### src/rcdcw_pkg.sv
package rcdcw_pkg;

    localparam int unsigned NUM_WORDS = 16;
    localparam int unsigned WORD_W = 4;
    localparam int unsigned ADDR_W = 16;
    localparam int unsigned BANK_W = 3;

    // control word index of the global features word
    localparam logic [3:0] GLOBAL_FEATURES_IDX = 4'h0;
    // global features bit: 1 turns output inversion off
    localparam int unsigned INV_DISABLE_BIT = 0;

    // address bits that must be low for a valid word write
    localparam int unsigned ADDR_ZERO_LSB = 5;

    // B-side bits complemented while inversion is active
    localparam logic [15:0] INV_ADDR_MASK = 16'hEBF8;
    localparam logic [2:0] INV_BANK_MASK = 3'h7;

    // reset values
    localparam logic [3:0] WORD_RST = 4'h0;
    localparam logic [3:0] CS_IDLE = 4'hF;
    localparam logic [1:0] CKE_RST = 2'h0;
    localparam logic [1:0] ODT_RST = 2'h0;
    localparam logic [1:0] CNT_ZERO = 2'h0;

    // clock at 10 MHz; mode-set timing is given in clocks
    localparam int unsigned CLK_PERIOD_NS = 100;
    localparam logic [1:0] MRS_GAP_CLK = 2'h3;
    // 3T: value on outputs for three clocks, i.e. two held clocks
    localparam logic [1:0] MRS_HOLD_CLK = MRS_GAP_CLK - 2'h1;

endpackage : rcdcw_pkg

### src/rcdcw_top.sv
`timescale 1ns/1ps
`default_nettype none

//////////////////////////////////////////////////////////////////////////////
module rcdcw_top
    import rcdcw_pkg::*;
#(
    // arbitrary defaults for the two vendor words
    parameter logic [3:0] VENDOR_WORD_A_RST = 4'h0,
    parameter logic [3:0] VENDOR_WORD_B_RST = 4'h0
) (
    input wire logic clk_i,
    input wire logic resetn_i,
    input wire logic four_rank_select_mode_i,
    input wire logic [3:0] chip_select_in_n_i,
    input wire logic row_strobe_in_n_i,
    input wire logic col_strobe_in_n_i,
    input wire logic write_enable_in_n_i,
    input wire logic [15:0] addr_in_i,
    input wire logic [2:0] bank_in_i,
    input wire logic [1:0] termination_in_i,
    input wire logic [1:0] clock_enable_in_i,
    input wire logic parity_in_i,
    output logic [15:0] addr_a_o,
    output logic [15:0] addr_b_o,
    output logic [2:0] bank_a_o,
    output logic [2:0] bank_b_o,
    output logic row_strobe_out_n_o,
    output logic col_strobe_out_n_o,
    output logic write_enable_out_n_o,
    output logic [3:0] chip_select_out_n_o,
    output logic [1:0] clock_enable_out_o,
    output logic [1:0] termination_out_o,
    output logic parity_error_out_o,
    output logic parity_error_out_oe_o,
    output logic inversion_active_o,
    output logic [63:0] control_words_o
);

    //////////////////////////////////////////////////////////////////////////
    typedef struct packed {
        logic [15:0][3:0] cw;
        logic [15:0] addr_a;
        logic [15:0] addr_b;
        logic [2:0] bank_a;
        logic [2:0] bank_b;
        logic ras_n;
        logic cas_n;
        logic we_n;
        logic [3:0] cs_n;
        logic [1:0] cke;
        logic [1:0] odt;
        logic err;
        logic err_lvl;
        logic inv;
        logic [1:0] mrs_cnt;
        logic [1:0] hold_cnt;
        logic [3:0] cs_pend;
        logic cs_pend_v;
        logic cke_any;
    } rcdcw_state_s;

    rcdcw_state_s state_r;
    rcdcw_state_s state_nxt;

    //////////////////////////////////////////////////////////////////////////
    function automatic logic one_low(input logic [3:0] cs_n);
        logic [2:0] cnt;
        cnt = 3'h0;
        for (int i = 0; i < 4; i++) begin
            cnt = cnt + {2'h0, ~cs_n[i]};
        end
        return cnt == 3'h1;
    endfunction

    function automatic logic [3:0] dec_cnt(input logic [1:0] c);
        return {2'h0, (c == CNT_ZERO) ? CNT_ZERO : c - 2'h1};
    endfunction

    //////////////////////////////////////////////////////////////////////////
    logic [3:0] cs_eff;
    logic cw_access;
    logic cw_valid;
    logic parity_bad;
    logic mrs_cmd;
    logic cke_any;
    logic pd_exit;
    logic [3:0] cw_idx;
    logic [3:0] cw_data;
    logic [3:0] dec_mrs;
    logic [3:0] dec_hold;

    always_comb begin
        // dual mode: upper chip selects read as idle
        cs_eff = four_rank_select_mode_i ? chip_select_in_n_i
                                         : {2'b11, chip_select_in_n_i[1:0]};
        // quad: upper pair low covers the all-four-low case too
        cw_access = four_rank_select_mode_i ?
            (chip_select_in_n_i[3:2] == 2'b00) :
            (chip_select_in_n_i[1:0] == 2'b00);
        cke_any = |clock_enable_in_i;
        cw_valid = (addr_in_i[15:ADDR_ZERO_LSB] == '0) && cke_any;
        parity_bad = ^{addr_in_i, bank_in_i, row_strobe_in_n_i,
                       col_strobe_in_n_i, write_enable_in_n_i,
                       parity_in_i};
        mrs_cmd = !row_strobe_in_n_i && !col_strobe_in_n_i &&
                  !write_enable_in_n_i && one_low(cs_eff) &&
                  !cw_access;
        pd_exit = cke_any && !state_r.cke_any;
        cw_idx = {bank_in_i[2], addr_in_i[2:0]};
        cw_data = {bank_in_i[1:0], addr_in_i[4:3]};
        dec_mrs = dec_cnt(state_r.mrs_cnt);
        dec_hold = dec_cnt(state_r.hold_cnt);
    end

    //////////////////////////////////////////////////////////////////////////
    always_comb begin
        state_nxt = state_r;
        state_nxt.err = 1'b0;
        state_nxt.err_lvl = 1'b0;
        state_nxt.mrs_cnt = dec_mrs[1:0];
        state_nxt.hold_cnt = dec_hold[1:0];
        state_nxt.cke_any = cke_any;

        if (cw_access) begin
            // termination not looked at here; strobes count only in the parity check
            state_nxt.cs_n = CS_IDLE;
            // timing word and inversion state play no part
            if (cw_valid) begin
                if (parity_bad) begin
                    state_nxt.err = 1'b1;
                end else begin
                    state_nxt.cw[cw_idx] = cw_data;
                end
            end
        end else if (state_r.hold_cnt != CNT_ZERO) begin
            // address and command stay put
            state_nxt.cke = clock_enable_in_i;
            state_nxt.odt = termination_in_i;
            if (state_r.cs_pend_v) begin
                state_nxt.cs_n = state_r.cs_pend;
                state_nxt.cs_pend_v = 1'b0;
            end else begin
                state_nxt.cs_n = cs_eff;
            end
        end else begin
            state_nxt.addr_a = addr_in_i;
            state_nxt.bank_a = bank_in_i;
            state_nxt.ras_n = row_strobe_in_n_i;
            state_nxt.cas_n = col_strobe_in_n_i;
            state_nxt.we_n = write_enable_in_n_i;
            state_nxt.cke = clock_enable_in_i;
            state_nxt.odt = termination_in_i;
            if (mrs_cmd) begin
                // a closer mode-set is a host fault
                state_nxt.mrs_cnt = MRS_GAP_CLK;
                state_nxt.hold_cnt = MRS_HOLD_CLK;
                state_nxt.cs_pend = cs_eff;
                state_nxt.cs_pend_v = 1'b1;
                state_nxt.cs_n = CS_IDLE;
            end else if (pd_exit) begin
                state_nxt.cs_n = CS_IDLE;
            end else begin
                state_nxt.cs_n = cs_eff;
            end
        end

        state_nxt.err_lvl = 1'b0;
        // suspended while a mode-set window runs
        state_nxt.inv = !state_nxt.cw[GLOBAL_FEATURES_IDX][INV_DISABLE_BIT]
                        && (state_nxt.mrs_cnt == CNT_ZERO);
        // B copies A, complemented only under inversion
        state_nxt.addr_b = state_nxt.addr_a ^
                           (INV_ADDR_MASK & {ADDR_W{state_nxt.inv}});
        state_nxt.bank_b = state_nxt.bank_a ^
                           (INV_BANK_MASK & {BANK_W{state_nxt.inv}});
    end

    //////////////////////////////////////////////////////////////////////////
    // words persist while the clock stands still: no edge, no change
    always_ff @(posedge clk_i) begin
        if (!resetn_i) begin
            for (int i = 0; i < NUM_WORDS; i++) begin
                state_r.cw[i] <= WORD_RST;
            end
            state_r.cw[6] <= VENDOR_WORD_A_RST;
            state_r.cw[7] <= VENDOR_WORD_B_RST;
            state_r.addr_a <= '0;
            // B side already complemented: inversion is on out of reset
            state_r.addr_b <= INV_ADDR_MASK;
            state_r.bank_a <= '0;
            state_r.bank_b <= INV_BANK_MASK;
            state_r.ras_n <= 1'b1;
            state_r.cas_n <= 1'b1;
            state_r.we_n <= 1'b1;
            state_r.cs_n <= CS_IDLE;
            state_r.cke <= CKE_RST;
            state_r.odt <= ODT_RST;
            state_r.err <= 1'b0;
            state_r.err_lvl <= 1'b0;
            state_r.inv <= 1'b1;
            state_r.mrs_cnt <= CNT_ZERO;
            state_r.hold_cnt <= CNT_ZERO;
            state_r.cs_pend <= CS_IDLE;
            state_r.cs_pend_v <= 1'b0;
            state_r.cke_any <= 1'b0;
        end else begin
            state_r <= state_nxt;
        end
    end

    //////////////////////////////////////////////////////////////////////////
    assign addr_a_o = state_r.addr_a;
    assign addr_b_o = state_r.addr_b;
    assign bank_a_o = state_r.bank_a;
    assign bank_b_o = state_r.bank_b;
    assign row_strobe_out_n_o = state_r.ras_n;
    assign col_strobe_out_n_o = state_r.cas_n;
    assign write_enable_out_n_o = state_r.we_n;
    assign chip_select_out_n_o = state_r.cs_n;
    assign clock_enable_out_o = state_r.cke;
    assign termination_out_o = state_r.odt;
    // open drain: only ever pulls low
    assign parity_error_out_o = state_r.err_lvl;
    assign parity_error_out_oe_o = state_r.err;
    assign inversion_active_o = state_r.inv;
    assign control_words_o = state_r.cw;

endmodule // rcdcw_top

`default_nettype wire

### config.mk
export PLATFORM = sky130hd
export DESIGN_NAME = rcdcw_top
export DESIGN_NICKNAME = d
export VERILOG_FILES = /design/src/rcdcw_pkg.sv /design/src/rcdcw_top.sv
export SDC_FILE = /design/constraint.sdc
export NUM_CORES = 1
export LEC_CHECK = 0
export ABC_CLOCK_PERIOD_IN_PS = 8039
export BUFFER_PORTS_ARGS = -buffer_cell sky130_fd_sc_hd__buf_2
export CAP_MARGIN = 20
export CORE_ASPECT_RATIO = 0.6
export CORE_UTILIZATION = 50
export DETAILED_ROUTE_END_ITERATION = 10
export GPL_TIMING_DRIVEN = 0
export PLACE_DENSITY = 0.84
export SLEW_MARGIN = 5
export SYNTH_ARGS = -nofsm -noshare
export SYNTH_HDL_FRONTEND = slang
export SYNTH_SLANG_ARGS = --single-unit
### constraint.sdc
create_clock -name clk_i -period 8.04 [get_ports clk_i]
set_input_delay 1.608 -clock clk_i [delete_from_list [all_inputs] [get_ports clk_i]]
set_output_delay 1.608 -clock clk_i [all_outputs]
set_load 0.03 [all_outputs]
==> run_results.csv <==
group,metric,value,unit
synthesis,synthMuxAreaShare,15.5,%
power_and_ir_drop,power.density,224,nW/um^2
route,vias,4417,
sta,maxSlewViolCount,0,
outcome,status,"finished, final reports clean",
cells_and_area,synthToLayoutAreaGrowth,25.3,%
place,dp_hpwl,10.6,mm
cts,cts_hold_buffers,0,
cts,cts_made_buffers,17,
setup_path,cp_top_family,"simple AND/OR/NAND/NOR gates",
synthesis,synth-simple-area-share,19.6,%
setup_path,crit_buf_inv,3,
place,gp_congestion,0.821,
global_route,grt_pass1_wl,22.1,mm
route,drc,0,
place,io_buffers,143,
sta,relSlewSlack,45.6,%
synthesis,synth_compound_area_share,3.15,%
synthesis,synthesis.nets,642,
route,wl_per_cell,14.9,um
route,drtIter0Drc,135,
cts,cts.path.max_buffers,2,
setup_path,crit_slowest_cell,"or4_1",
cts,root_buffer,"clkbuf_16",
cts,ctsHtreeMaxLevel,4,
die,io-pin-count,150,
sta,setup_violations,0,
cells_and_area,fillCellCount,911,
global_route,overflow,0,
cts,path_clk_slew,50,ps
cells_and_area,n_antenna_cell,0,
power_and_ir_drop,vdd_drop_max,0.189,mV
synthesis,postSynthCellCount,598,
cells_and_area,mostFrequentLayoutCells,"buf_2 (148), dfxtp_1 (120), buf_4 (111), mux2i_1 (91), nor2b_1 (83)",
sta,tightest_slew,810,ps
synthesis,synth_seq_cells,120,
die,core,11500,sq um
worst_hold_path,hold_class,"reg2reg",
cts,cts_sinks,120,
place,placed_area,6950,sq um
sta,fmaxAchievable,0.246,GHz
place,dp_slack,3590,ps
synthesis,synth-xor-area-share,2.67,%
setup_path,startpoint_type,"primary input",
synthesis,yosys_warnings,0,
cts,post_cts_buffers,0,
cells_and_area,layout_commonest_cell,"buf_2",
route,drt-total-wl,13.9,mm
cells_and_area,nNetsFinal,804,
synthesis,yosysSeqAreaShare,39.8,%
die,die_y,87.1,um
sta,setup_slack,3970,ps
route,viasPerCell,4.74,
sta,hold_slack,466,ps
die,num_rows,30,
cts,tritoncts,"yes",
setup_path,crit_path_end_kind,"register",
cells_and_area,fin_util,65.6,%
setup_path,cpPeakStageDelay,520,ps
global_route,grt_usage,23.4,%
global_route,grt_start_max_net_pins,17,
route,ant_nets,0,
power_and_ir_drop,leakage,3.90,nW
sta,finalClockSkew,8.50,ps
die,die_width,144,um
setup_path,crit_fanout,10,
synthesis,synth_area,6030,sq um
cells_and_area,finalInstanceArea,7560,sq um
cells_and_area,stdcell_count,932,
job,cap_violations,0,
global_route,grt_pass1_vias,4487,
cts,clk_latency,410,ps
synthesis,ys_types,43,
sta,fin_crit,4070,ps
sta,fin_crit_sh,50.6,%
setup_path,crit_top_cell,"ha_1",
sta,hold_viol,0,
sta,rsz0062_at_grt,"false",
place,dpl.cell_count,901,
sta,tns,0,ps
cts,ctsResizeCount,0,
setup_path,arrival,4390,ps
setup_path,crit_type,"in2reg",
die,design.die.area,12500,sq um
synthesis,synthAdderAreaFrac,2.20,%
route,drtPass1Iterations,4,
setup_path,required,8370,ps
setup_path,path_cells,"buf_2, nand2b_1, fa_1, inv_1, ha_1, ha_1, or4_1, or2_2, nand4b_4, buf_8, mux2i_1",
cells_and_area,drive_above_1_share,40.2,%
die,start_util,52.4,%
synthesis,avgSynthCellArea,10.1,sq um
synthesis,synth_top_family_by_area,"simple AND/OR/NAND/NOR gates",
global_route,antenna_found_initial,0,
power_and_ir_drop,total_power,1.70,mW
[logic make-up (layout without fill, tap and decap cells)]
logic type	count (synthesis)	in the layout
buf+inv	156	330
xor+xnor	16	16
simple gates	176	176
compound gates	26	26
mux	93	93
flops	120	120
other cells	1	1
fa+ha+maj	10	10
[worst reg2reg max path, delay by kind of cell (launching register included)]
family	cells	cell delay [ps]
muxes	1	220
DFF	1	330
buffers and inverters	1	200
and+or+nand+nor	4	1200
[layer usage]
| metal | vias up | track usage [%] | wire length (um) |
|---|---|---|---|
| met2 | 117 | 37.1 | 6170 |
| met5 | - | 0 | 0 |
| met3 | 14 | 5.33 | 660 |
| li1 | 2180 | - | - |
| met1 | 2106 | 31.6 | 6880 |
| met4 | 0 | 7.74 | 172 |
[sequential cells by signal, summed over array words and instances (netlist names)]
register / flops
termination_out_o: 2
bank_a_o: 3
parity_error_out_oe_o: 1
inversion_active_o: 1
chip_select_out_n_o: 4
addr_a_o: 16
bank_b_o: 3
addr_b_o: 11
state_r: 10
row_strobe_out_n_o: 1
clock_enable_out_o: 2
col_strobe_out_n_o: 1
control_words_o: 64
write_enable_out_n_o: 1
[power breakdown]
group	internal (mW)	total, mW	switching [mW]
logic	0.108	0.290	0.182
registers	0.614	0.623	0.00934
clock network	0.515	0.783	0.269
[layout make-up]
class	count	area, sq um	area share, %
Multi-Input combinational cell	322	2610	34.5
Clock buffer	18	429	5.68
Timing Repair Buffer	143	716	9.47
Buffer	140	967	12.8
Clock inverter	13	180	2.38
Sequential cell	120	2400	31.8
Tap cell	160	200	2.65
Inverter	16	60.1	0.794
[worst paths after layout]
kind | from | end | slack, ps | depth (start not counted)
max reg2reg | state_r[7]$_SDFF_PN0_ | addr_b_o[4]$_SDFF_PN1_ | 6000 | 6
min | clock_enable_out_o[0]$_SDFFE_PN0N_ | clock_enable_out_o[0]$_SDFFE_PN0N_ | 470 | 2
max | chip_select_in_n_i[3] | addr_b_o[4]$_SDFF_PN1_ | 3970 | 11
min reg2reg | clock_enable_out_o[0]$_SDFFE_PN0N_ | clock_enable_out_o[0]$_SDFFE_PN0N_ | 470 | 2
[synth_stat cells (all sizes together)]
master | instances | area (sq um)
and4 | 1 | 8.76
nand4 | 14 | 238
a31oi | 1 | 6.26
xnor3 | 1 | 22.5
o22ai | 3 | 18.8
nand2b | 3 | 18.8
nand4b | 2 | 32.5
or2 | 2 | 12.5
clkbuf | 21 | 78.8
nor2b | 83 | 519
inv | 16 | 60.1
nor4 | 1 | 21.3
o21ai | 3 | 18.8
xnor2 | 13 | 121
nand3b | 1 | 7.51
xor2 | 2 | 17.5
buf | 119 | 888
fa | 1 | 20.0
nor2 | 8 | 30.0
o221a | 1 | 11.3
conb | 1 | 3.75
nand3 | 7 | 35.0
a21boi | 13 | 97.6
dfxtp | 120 | 2400
and2 | 16 | 100
mux2i | 92 | 925
nor3 | 1 | 5.00
and3 | 2 | 12.5
mux2 | 1 | 11.3
nand2 | 33 | 124
or4 | 1 | 7.51
and3b | 1 | 8.76
o211ai | 5 | 37.5
ha | 9 | 113
Note: power is estimated with default switching activity, not from simulation.
